`src/inc/swt_consts.vh`:
```
// Summary of operation
// - The low wake-time word takes effect only while timer wake is enabled and the sequencer sleeps.
// - The high wake-time word is ignored unless 64-bit comparison is enabled.
// - The sleeping state is left only once the minimum dwell has expired and a wake condition occurs.
// - Dwell cycles are counted on the currently enabled clock, which may be the slow oscillator.
// - The dwell is 2^n cycles from a five-bit field at bits 20:16, reset value 16.
// - Bit 14 set stops the processor-tile clock while sleeping; it resets to 0.
// - The sleeping-state supply and clock settings apply from one cycle after the sequencer enters sleep until one cycle after it leaves.
// - Bit 9 selects the analogue supply regulator modulation while sleeping; it resets to 0.
// - Modulation 0 is pulse-width, 1 is pulse-frequency.
// - 64-bit comparison is enabled only by a general-control bit written 1, default 0.
// - Timer wake is enabled only by a general-control bit written 1, default 0.
`ifndef SWT_CONSTS_VH
`define SWT_CONSTS_VH
`define SWT_OFS_WAKE_LO   8'h04
`define SWT_OFS_WAKE_HI   8'h08
`define SWT_OFS_SLP_CFG   8'h0C
`define SWT_DWELL_MSB     20
`define SWT_DWELL_LSB     16
`define SWT_TILE_GATE_BIT 14
`define SWT_MOD_BIT       9
`define SWT_DWELL_RST     5'h10
`define SWT_WAKE_RST      32'h0000_0000
`define SWT_GATE_RST      1'b0
`define SWT_MOD_RST       1'b0
`define SWT_CFG_MASK      32'h001F_4200
`define SWT_MOD_PWM       1'b0
`define SWT_MOD_PFM       1'b1
`endif

```
`src/rtl/swt_sleep_timer.v`:
```
`timescale 1ns/1ns
`include "swt_consts.vh"

module swt_sleep_timer (
  input  wire        core_clk,
  input  wire        rst_n,
  input  wire        tick_en,
  input  wire [7:0]  reg_addr,
  input  wire        reg_wr,
  input  wire        reg_rd,
  input  wire [31:0] reg_wdata,
  output reg  [31:0] reg_rdata,
  input  wire        timer_wake_en,
  input  wire        cmp64_en,
  input  wire        sleep_enter,
  input  wire [63:0] rtc_count,
  input  wire        pin_wake,
  output wire        asleep,
  output wire        wake_req,
  output reg         tile_clk_gate,
  output reg         regulator_mod
);

  // Sequencer states as seen by this block; the others live elsewhere
  localparam [0:0] ST_AWAKE  = 1'b0;
  localparam [0:0] ST_ASLEEP = 1'b1;

  // Register selects returned by the address decoder
  localparam [1:0] SEL_NONE = 2'b00;
  localparam [1:0] SEL_LO   = 2'b01;
  localparam [1:0] SEL_HI   = 2'b10;
  localparam [1:0] SEL_CFG  = 2'b11;

  // Stored wake-up time, two 32-bit words
  reg  [31:0] wake_lo_q;
  reg  [31:0] wake_hi_q;

  // Sleeping-state configuration fields
  reg  [4:0]  dwell_q;
  reg         tile_gate_q;
  reg         mod_q;

  // Sequencer state and dwell tracking
  reg  [0:0]  state_q;
  reg  [0:0]  state_d;
  reg  [31:0] dwell_cnt_q;
  reg  [31:0] dwell_cnt_d;
  reg         dwell_done_q;
  reg         dwell_done_d;

  // Next values of the registered outputs
  reg  [31:0] rdata_d;
  reg         tile_gate_d;
  reg         mod_d;

  // Decoded strobes, compare results and views
  wire [1:0]  wr_sel;
  wire [1:0]  rd_sel;
  wire        in_sleep;
  wire        timer_hit;
  wire        wake_cond;
  wire [31:0] dwell_last;
  wire [31:0] cfg_view;

  // Map a byte offset onto one of the three registers
  function [1:0] swt_decode;
    input [7:0] addr;
    begin
      case (addr)
        `SWT_OFS_WAKE_LO: swt_decode = SEL_LO;
        `SWT_OFS_WAKE_HI: swt_decode = SEL_HI;
        `SWT_OFS_SLP_CFG: swt_decode = SEL_CFG;
        default:          swt_decode = SEL_NONE;
      endcase
    end
  endfunction

  // Counter at or past the wake time; high word only counts when wide
  function swt_reached;
    input [63:0] count;
    input [31:0] lo;
    input [31:0] hi;
    input        wide;
    begin
      if (wide) begin
        swt_reached = (count >= {hi, lo});
      end else begin
        swt_reached = (count[31:0] >= lo);
      end
    end
  endfunction

  // Shared decode for both strobes; unmapped offsets select nothing
  assign wr_sel = reg_wr ? swt_decode(reg_addr) : SEL_NONE;
  assign rd_sel = reg_rd ? swt_decode(reg_addr) : SEL_NONE;

  // Sleeping flag for the rest of the logic
  assign in_sleep = (state_q == ST_ASLEEP);
  assign asleep   = in_sleep;

  // Dwell limit is 2^n cycles, so the last count is 2^n - 1
  assign dwell_last = (32'h0000_0001 << dwell_q) - 32'h0000_0001;

  // Timer compare, width per comparison setting
  assign timer_hit = swt_reached(rtc_count, wake_lo_q, wake_hi_q, cmp64_en);

  // Timer only counts as a cause while enabled; the pin always does
  assign wake_cond = (timer_wake_en & timer_hit) | pin_wake;

  // Wake only from the sleeping state once the dwell has run out
  assign wake_req = in_sleep & dwell_done_q & wake_cond;

  // Readback image of the sleeping-state register, reserved bits zero
  assign cfg_view = {11'h000, dwell_q, 1'b0, tile_gate_q, 4'h0, mod_q, 9'h000};

  // Low wake-time word
  always @(posedge core_clk) begin
    if (!rst_n) begin
      wake_lo_q <= `SWT_WAKE_RST;
    end else if (wr_sel == SEL_LO) begin
      wake_lo_q <= reg_wdata;
    end
  end

  // High wake-time word, kept even while 32-bit compare is in use
  always @(posedge core_clk) begin
    if (!rst_n) begin
      wake_hi_q <= `SWT_WAKE_RST;
    end else if (wr_sel == SEL_HI) begin
      wake_hi_q <= reg_wdata;
    end
  end

  // Sleeping-state configuration; reserved bits are dropped
  always @(posedge core_clk) begin
    if (!rst_n) begin
      dwell_q     <= `SWT_DWELL_RST;
      tile_gate_q <= `SWT_GATE_RST;
      mod_q       <= `SWT_MOD_RST;
    end else if (wr_sel == SEL_CFG) begin
      dwell_q     <= reg_wdata[`SWT_DWELL_MSB:`SWT_DWELL_LSB];
      tile_gate_q <= reg_wdata[`SWT_TILE_GATE_BIT];
      mod_q       <= reg_wdata[`SWT_MOD_BIT];
    end
  end

  // Read mux; data holds until the next read strobe
  always @* begin
    rdata_d = reg_rdata;
    case (rd_sel)
      SEL_LO:  rdata_d = wake_lo_q;
      SEL_HI:  rdata_d = wake_hi_q;
      SEL_CFG: rdata_d = cfg_view;
      default: begin
        if (reg_rd) begin
          rdata_d = 32'h0000_0000;
        end
      end
    endcase
  end

  // Read data register
  always @(posedge core_clk) begin
    if (!rst_n) begin
      reg_rdata <= 32'h0000_0000;
    end else begin
      reg_rdata <= rdata_d;
    end
  end

  // Sequencer next state and dwell counting on the active clock's enable
  always @* begin
    state_d      = state_q;
    dwell_cnt_d  = dwell_cnt_q;
    dwell_done_d = dwell_done_q;
    case (state_q)
      ST_AWAKE: begin
        if (sleep_enter) begin
          state_d      = ST_ASLEEP;
          dwell_cnt_d  = 32'h0000_0000;
          dwell_done_d = 1'b0;
        end
      end
      ST_ASLEEP: begin
        if (wake_req) begin
          state_d = ST_AWAKE;
        end else if (tick_en && !dwell_done_q) begin
          if (dwell_cnt_q == dwell_last) begin
            dwell_done_d = 1'b1;
          end else begin
            dwell_cnt_d = dwell_cnt_q + 32'h0000_0001;
          end
        end
      end
      default: begin
        state_d = ST_AWAKE;
      end
    endcase
  end

  // Sequencer state registers
  always @(posedge core_clk) begin
    if (!rst_n) begin
      state_q      <= ST_AWAKE;
      dwell_cnt_q  <= 32'h0000_0000;
      dwell_done_q <= 1'b0;
    end else begin
      state_q      <= state_d;
      dwell_cnt_q  <= dwell_cnt_d;
      dwell_done_q <= dwell_done_d;
    end
  end

  // Sleeping-state settings reach the registered outputs one cycle behind the asleep state
  always @* begin
    tile_gate_d = in_sleep & tile_gate_q;
    mod_d       = in_sleep ? mod_q : `SWT_MOD_PWM;
  end

  // Output registers; awake default is tile clock on and PWM
  always @(posedge core_clk) begin
    if (!rst_n) begin
      tile_clk_gate <= `SWT_GATE_RST;
      regulator_mod <= `SWT_MOD_PWM;
    end else begin
      tile_clk_gate <= tile_gate_d;
      regulator_mod <= mod_d;
    end
  end

endmodule

```
`config.mk`:
```
export PLATFORM = sky130hd
export DESIGN_NAME = swt_sleep_timer
export DESIGN_NICKNAME = d
export VERILOG_FILES = /design/src/rtl/swt_sleep_timer.v
export VERILOG_INCLUDE_DIRS = /design/src /design/src/inc
export SDC_FILE = /design/constraint.sdc
export NUM_CORES = 1
export LEC_CHECK = 0
export ABC_CLOCK_PERIOD_IN_PS = 12000
export BUFFER_PORTS_ARGS = -buffer_cell sky130_fd_sc_hd__buf_2
export CORE_MARGIN = 2
export CORE_UTILIZATION = 61
export DETAILED_ROUTE_END_ITERATION = 12
export GPL_ROUTABILITY_DRIVEN = 0
export PLACE_DENSITY = 0.86
export REMOVE_ABC_BUFFERS = 1
export SYNTH_ARGS = -nofsm -noshare
export SYNTH_HDL_FRONTEND = slang
export SYNTH_SLANG_ARGS = --single-unit
```
`constraint.sdc`:
```
create_clock -name core_clk -period 12 [get_ports core_clk]
set_clock_uncertainty 0.1 [all_clocks]
set_input_delay 2.4 -clock core_clk [delete_from_list [all_inputs] [get_ports core_clk]]
set_output_delay 2.4 -clock core_clk [all_outputs]
set_load 0.01 [all_outputs]
```
==> out/qor.csv, run 1 <==
metric,value,unit
stdcell_count,1384,
yosys.area_share.adder,9.57,%
initial_utilization,62.4,%
routed_wl,24.6,mm
dp.cells,1346,
antenna_left,0,
cp_cell_sequence,"buf_2, ha_1, nand4_1, nor2_1, nand4_1, nor3_1, nand2_1, a21oi_1, o21ai_0, a21oi_1, or2_2, buf_2",
tns,0,ps
yosysWarnings,0,
final_cell_mix,"nand2_1, buf_2, dfxtp_1",
reg2reg_slack,6970,ps
ys_top_cells_by_area,"dfxtp_1, ha_1, nand2_1, a21boi_0, a222oi_1",
drc,0,
synth_top_family_by_area,simple AND/OR/NAND/NOR gates,
core_area,13800,um^2
synth_largest_area_cell,dfxtp_1,
grt_first_pass_wirelength,39.5,mm
max_freq,139,MHz
nNetsFinal,1364,
critPathKind,in -> out,
netlist_instances,1082,
period_needed,7180,ps
die_area,15100,um^2
cts_hold_buf,0,
grt_max_degree,110,
syn-cell-area,8630,um^2
finalCritPeriodShare,59.8,%
cts_htree_levels,4,
synth_compound_area_share,23.2,%
synth-seq-area-share,32.2,%
crit_cells,12,
synth_top_cell_area_share,32.2,%
cts_buffers,17,
cts_resized,0,
die_width,123,um
synth-seq-cells,139,
drv_slew,0,
cts_setup_buffers,0,
synth-async-reset-ratio,0,%
total_leakage_power,3.60,nW
final.fill_count,1051,
crit_path_max_incr_delay,420,ps
post_drt_via_cell_ratio,6.22,
hp-class,reg -> reg,
crit_slowest_cell,nor3_1,
critPathCaptureType,output pin,
first_pass_iters,6,
critical_path_peak_fanout,3,
io_buffers,148,
cts.sinks,139,
drt_iter0_markers,919,
drive_above_1_share,17.5,%
clockRootBuffer,clkbuf_16,
avgSynthCellArea,7.98,um^2
critPathLaunch,rtc_count[60],
dieHeight,123,um
track_usage,33.2,%
worst-path-buf-inv,2,
cp.required,9500,ps
syn2layout_area_growth,15.5,%
rsz0062_at_grt,false,
p_per_area,106,nW/um^2
status,"finished, final reports clean",
crit_family,simple AND/OR/NAND/NOR gates,
synth-simple-area-share,24.0,%
num_vias,8608,
synth_edf_count,0,
synthMuxAreaShare,1.28,%
cts_tree,built,
r2r_cells,13,
rr_endpoint,dwell_cnt_q[31],
slew_headroom,22.2,%
reg2reg_from,dwell_q[1],
worst_slew_pin_slew,1160,ps
grt_overflow_total,0,
synth_ff_type,dfxtp_1,
clock_latency,430,ps
clockBufferDepth,2,
row_count,43,
drv_cap,0,
yosysUniqueCellTypes,69,
grt_antenna_before_repair,8,
finalSetupViolations,0,
cp-start-kind,input pin,
arrival,4680,ps
clk_pin_slew,60,ps
grt_pass1_vias,7909,
ir_worst_vdd,0.0000870,V
yosys.area_share.xor_xnor,2.23,%
wire_per_inst,17.7,um
dpl.hpwl,16.8,mm
critPathCapture,wake_req,
finalHoldViolCount,0,
top_level_ports,149,
mostFrequentLayoutCell,nand2_1,
-- final cells by class --
class | instances | area [um^2] | share of cell area [%]
Tap cell | 180 | 225 | 2.26
Inverter | 78 | 293 | 2.94
Timing Repair Buffer | 161 | 838 | 8.41
Antenna cell | 6 | 15.0 | 0.151
Multi-Input combinational cell | 788 | 5230 | 52.5
Sequential cell | 139 | 2780 | 27.9
Clock buffer | 19 | 443 | 4.44
Clock inverter | 13 | 141 | 1.42
-- worst min path at each step --
| stage | slack, ps | from | endpoint | cells past startpoint |
|---|---|---|---|---|
| CTS | 370 | dwell_cnt_q[31] | dwell_cnt_q[31] | 2 |
| detailed placement | 360 | dwell_cnt_q[31] | dwell_cnt_q[31] | 2 |
| floorplan | 340 | dwell_cnt_q[31] | dwell_cnt_q[31] | 2 |
| finish | 380 | dwell_cnt_q[31] | dwell_cnt_q[31] | 2 |
| global placement | 360 | dwell_cnt_q[31] | dwell_cnt_q[31] | 2 |
| global route | 410 | wake_lo_q[8] | wake_lo_q[8] | 2 |
-- report_power, final --
part	switching [W]	internal (W)	total [W]	leakage (nW)
Combinational	0.0000396	0.0000342	0.0000738	2.22
Clock	0.000212	0.000312	0.000524	0.268
Sequential	0.00000145	0.000462	0.000464	1.12
Total	0.000253	0.000808	0.00106	3.60
-- tightest hold or removal path: stages (launching register included) --
cell and delay [ps]:
dfxtp_1 320, nand2_1 50, mux2i_1 60
-- metrics by stage --
| stage | hold slack [ps] | instance area, um^2 | utilization (%) | worst slack, ps | total power (W) |
|---|---|---|---|---|---|
| global placement | 360 | 9370 | 67.8 | 4980 | 0.000544 |
| global route | 406 | 9970 | 72.1 | 4690 | 0.00109 |
| CTS | 373 | 9950 | 72.0 | 4870 | 0.00106 |
| floorplan | 343 | 8280 | - | 5460 | 0.000508 |
| detailed placement | 363 | 9370 | 67.8 | 4970 | 0.000546 |
| finish | 378 | 9970 | 72.1 | 4820 | 0.00106 |
-- kinds of logic (layout without fill, tap and decap cells) --
kind of cell	Yosys count	in the layout
buf+inv	155	271
other cells	0	6
flops	139	139
mux	11	11
simple gates	409	409
xor+xnor	22	22
compound gates	280	280
fa+ha+maj	66	66
-- synth_stat cells (all sizes together), types with 18 or more instances --
cell type / n
buf: 24
a21o: 18
a21boi: 73
a21oi: 52
nor2: 28
nor2b: 42
a222oi: 32
clkbuf: 53
ha: 66
nand3: 30
nor3: 18
nand4: 19
inv: 78
o21ai: 33
nand2: 182
dfxtp: 139
-- routing by layer --
metal / GRT usage (%) / vias up / wire, um
li1: - / 4108 / -
met1: 42.8 / 4012 / 10000
met2: 52.7 / 425 / 11300
met3: 8.95 / 61 / 2510
met4: 13.6 / 2 / 746
met5: 0 / - / 11
-- sequential cells by signal (all words and copies together), names as in the netlist --
signal and cells:
dwell_q 5, tile_gate_q 1, reg_rdata 32, dwell_done_q 1, wake_hi_q 32, wake_lo_q 32, dwell_cnt_q 32, asleep 1
regulator_mod 1, mod_q 1, tile_clk_gate 1
No activity file was read; power rests on OpenSTA's default activity.
==> inputs of run 2 (changes only) <==
--- a/config.mk
+++ b/config.mk
@@ -6,13 +6,14 @@
 export SDC_FILE = /design/constraint.sdc
 export NUM_CORES = 1
 export LEC_CHECK = 0
-export ABC_CLOCK_PERIOD_IN_PS = 12000
+export ABC_AREA = 1
+export ABC_CLOCK_PERIOD_IN_PS = 5800
 export BUFFER_PORTS_ARGS = -buffer_cell sky130_fd_sc_hd__buf_2
 export CORE_MARGIN = 2
-export CORE_UTILIZATION = 61
+export CORE_UTILIZATION = 52
 export DETAILED_ROUTE_END_ITERATION = 12
 export GPL_ROUTABILITY_DRIVEN = 0
-export PLACE_DENSITY = 0.86
+export PLACE_DENSITY = 0.77
 export REMOVE_ABC_BUFFERS = 1
 export SYNTH_ARGS = -nofsm -noshare
 export SYNTH_HDL_FRONTEND = slang
==> constraint.sdc (replaced) <==
create_clock -name core_clk -period 5.8 [get_ports core_clk]
set_clock_uncertainty 0.1 [all_clocks]
set_input_delay 1.16 -clock core_clk [delete_from_list [all_inputs] [get_ports core_clk]]
set_output_delay 1.16 -clock core_clk [all_outputs]
set_load 0.01 [all_outputs]
==> run 2 against run 1 <==
Synthesized area is 5.0% higher. Setup slack worse by 3700 ps. Synthesized cell count is 25% higher. Non-clock buffer count is 5 lower. Register-to-register slack worse by 5600 ps. Sequential power is 110% higher. Core utilization is 11 points lower. Die area is 22% higher. Via count is 13% higher. Hold slack worse by 3.7 ps. Largest power group unchanged.
==> out/qor.csv, run 2 <==
metric,value,unit,change
cp.required,4540,ps,-4960 ps
cts_htree_levels,4,,unchanged
mostFrequentLayoutCell,nand2_1,,
clockRootBuffer,clkbuf_16,,
dp.cells,1672,,+24%
tns,0,ps,unchanged
drv_cap,0,,unchanged
rsz0062_at_grt,false,,
final.fill_count,1605,,+53%
first_pass_iters,5,,-1
core_area,17200,um^2,+24%
netlist_instances,1355,,+25%
routed_wl,27.1,mm,+10%
syn2layout_area_growth,15.8,%,
post_drt_via_cell_ratio,5.68,,-8.6%
num_vias,9695,,+13%
grt_first_pass_wirelength,42.8,mm,+8.4%
intPower,0.00168,W,+110%
finalSetupViolations,0,,unchanged
cts_tree,built,,
grt_pass1_vias,8741,,+11%
grt_most_used_layer,met2,,
grt_overflow_total,0,,unchanged
grt_antenna_before_repair,2,,-6
reg2reg_from,dwell_q[4],,
final_cell_mix,"nand2_1, nor2_1, buf_2",,
synth-async-reset-ratio,0,%,unchanged
critPathCapture,wake_req,,
dpl.hpwl,19.6,mm,+17%
nNetsFinal,1645,,+21%
stdcell_count,1706,,+23%
power.net_switching,0.000550,W,+120%
slew_headroom,25.8,%,+3.6 points
avgSynthCellArea,6.69,um^2,-16%
cts_buffers,17,,unchanged
finalHoldViolCount,0,,unchanged
dieHeight,136,um,+11%
critPathKind,in -> out,,
die_area,18500,um^2,+22%
critical_path_peak_fanout,2,,-1
drive_above_1_share,14.2,%,-3.3 points
clockBufferDepth,2,,unchanged
cts_resized,0,,unchanged
synth_top_cell_area_share,30.7,%,-1.5 points
p_per_area,213,nW/um^2,+100%
clk_pin_slew,60,ps,about the same
total_leakage_power,4.30,nW,+19%
wire_per_inst,15.9,um,-11%
cts_hold_buf,0,,unchanged
top_level_ports,149,,unchanged
synth_largest_area_cell,dfxtp_1,,
pwr-share-comb,7.5,%,+0.5 points
met2_usage,47.3,%,-5.4 points
status,"finished, final reports clean",,
initial_utilization,52.7,%,-9.7 points
grt_use_met1,39.0,%,-3.8 points
drc,0,,unchanged
syn-cell-area,9060,um^2,+5.0%
synth_edf_count,0,,unchanged
p_clk_share,49.4,%,about the same
clock_latency,420,ps,about the same
critPathLaunch,rtc_count[31],,
synth.most_common_cell,nand2_1,,
power_frac_seq,43.1,%,-0.6 points
cts_setup_buffers,0,,unchanged
grt_max_degree,64,,-42%
finalCritPeriodShare,81.0,%,
multi_input_area,5470,um^2,+4.5%
max_freq,213,MHz,
r2r_cells,18,,+5
worst_slew_pin_slew,1110,ps,-52.9 ps
yosysWarnings,0,,unchanged
cts.sinks,139,,unchanged
yosysUniqueCellTypes,43,,-38%
synth-seq-cells,139,,unchanged
hp-class,reg -> reg,,
switching_share,24.6,%,+0.79 points
cp-start-kind,input pin,,
track_usage,29.0,%,-4.2 points
io_buffers,148,,unchanged
antenna_left,0,,unchanged
drt_iter0_markers,1025,,+12%
arrival,3440,ps,-1240 ps
critPathCaptureType,output pin,,
synth-seq-area-share,30.7,%,-1.5 points
synth_commonest_cells,"nand2_1, nor2_1, inv_1",,
die_width,136,um,+11%
seq_area,2780,um^2,unchanged
ys_top_cells_by_area,"dfxtp_1, nand2_1, ha_1, nor2_1, a21oi_1",,
reg2reg_slack,1330,ps,-5640 ps
row_count,48,,+12%
synth_ff_type,dfxtp_1,,
rr_endpoint,dwell_cnt_q[12],,
grt_use_met3,4.14,%,-4.8 points
period_needed,4700,ps,
ir_worst_vdd,0.000213,V,+140%
drv_slew,0,,unchanged
==> run 2: cell count changes in the layout (fill, tap and decap cells not counted), moves of 32 or more <==
cell,before,now
a21oi_1,46,107
nand2_1,182,288
xor2_1,5,50
nor2b_1,42,0
nor2_1,28,148
nand3_1,30,69
inv_1,78,140
a21boi_0,73,0
a222oi_1,32,0
nor3_1,16,86
==> run 2: kinds of logic after synthesis <==
group                      synth area share [%]
and+or+nand+nor                            31.7
buffers and inverters                      9.05
DFF                                        30.7
xor gates and xnor gates                   5.80
AOI/OAI and AO/OA                          13.6
adders and majority gates                  9.11
==> run 2: how the worst min path moves through the flow <==
stage / from / end / slack (ps) / cells past startpoint
5_1_grt: reg_rdata[22] / reg_rdata[22] / 400 / 2
4_1_cts: tile_gate_q / tile_clk_gate / 370 / 2
2_1_floorplan: mod_q / regulator_mod / 340 / 2
3_3_place_gp: tile_gate_q / tile_clk_gate / 360 / 2
3_5_place_dp: tile_gate_q / tile_clk_gate / 360 / 2
6_report: tile_gate_q / tile_clk_gate / 370 / 2
==> run 2: metal layers <==
layer | routed length [um] | vias up
met5 | 0 | -
met4 | 738 | 0
met3 | 2190 | 67
met2 | 12300 | 450
met1 | 11900 | 4423
li1 | - | 4755
==> run 2: power by group through the flow <==
stage	logic (W)	registers, W	clock network [W]
after floorplan	0.0000812	0.000982	0
after global placement	0.000161	0.000983	0
after detailed placement	0.000164	0.000983	0
after CTS	0.000166	0.000962	0.00110
after global routing	0.000187	0.000962	0.00115
final	0.000169	0.000962	0.00110
==> run 2: critical path, stage by stage <==
cell and delay, ps:
buf_2 100, ha_1 280, nand2_1 90, nor3_1 330, nor4b_1 670, nand3_1 140
nand3_1 140, nand2_1 50, nand2_1 60, nand2_1 40, a21oi_1 190, buf_2 170
==> run 2: final cells by class <==
type | instances | share of cell area, %
Tap cell | 225 | 2.68
Timing Repair Buffer | 156 | 7.63
Clock buffer | 20 | 4.35
Inverter | 150 | 5.36
Multi-Input combinational cell | 1002 | 52.1
Clock inverter | 12 | 1.32
Sequential cell | 139 | 26.5
Antenna cell | 2 | 0.0477
==> run 2: stage by stage <==
stage                     hold slack (ps)  setup WS, ps  utilization [%]  power [W]  cell area [um^2]
after floorplan                       336          1970                -    0.00106              8800
after global placement                363          1300             57.6    0.00114              9890
after detailed placement              357          1170             57.6    0.00115              9890
after CTS                             374          1160             61.1    0.00223             10500
after global routing                  402           890             61.1    0.00230             10500
final                                 374          1100             61.1    0.00223             10500
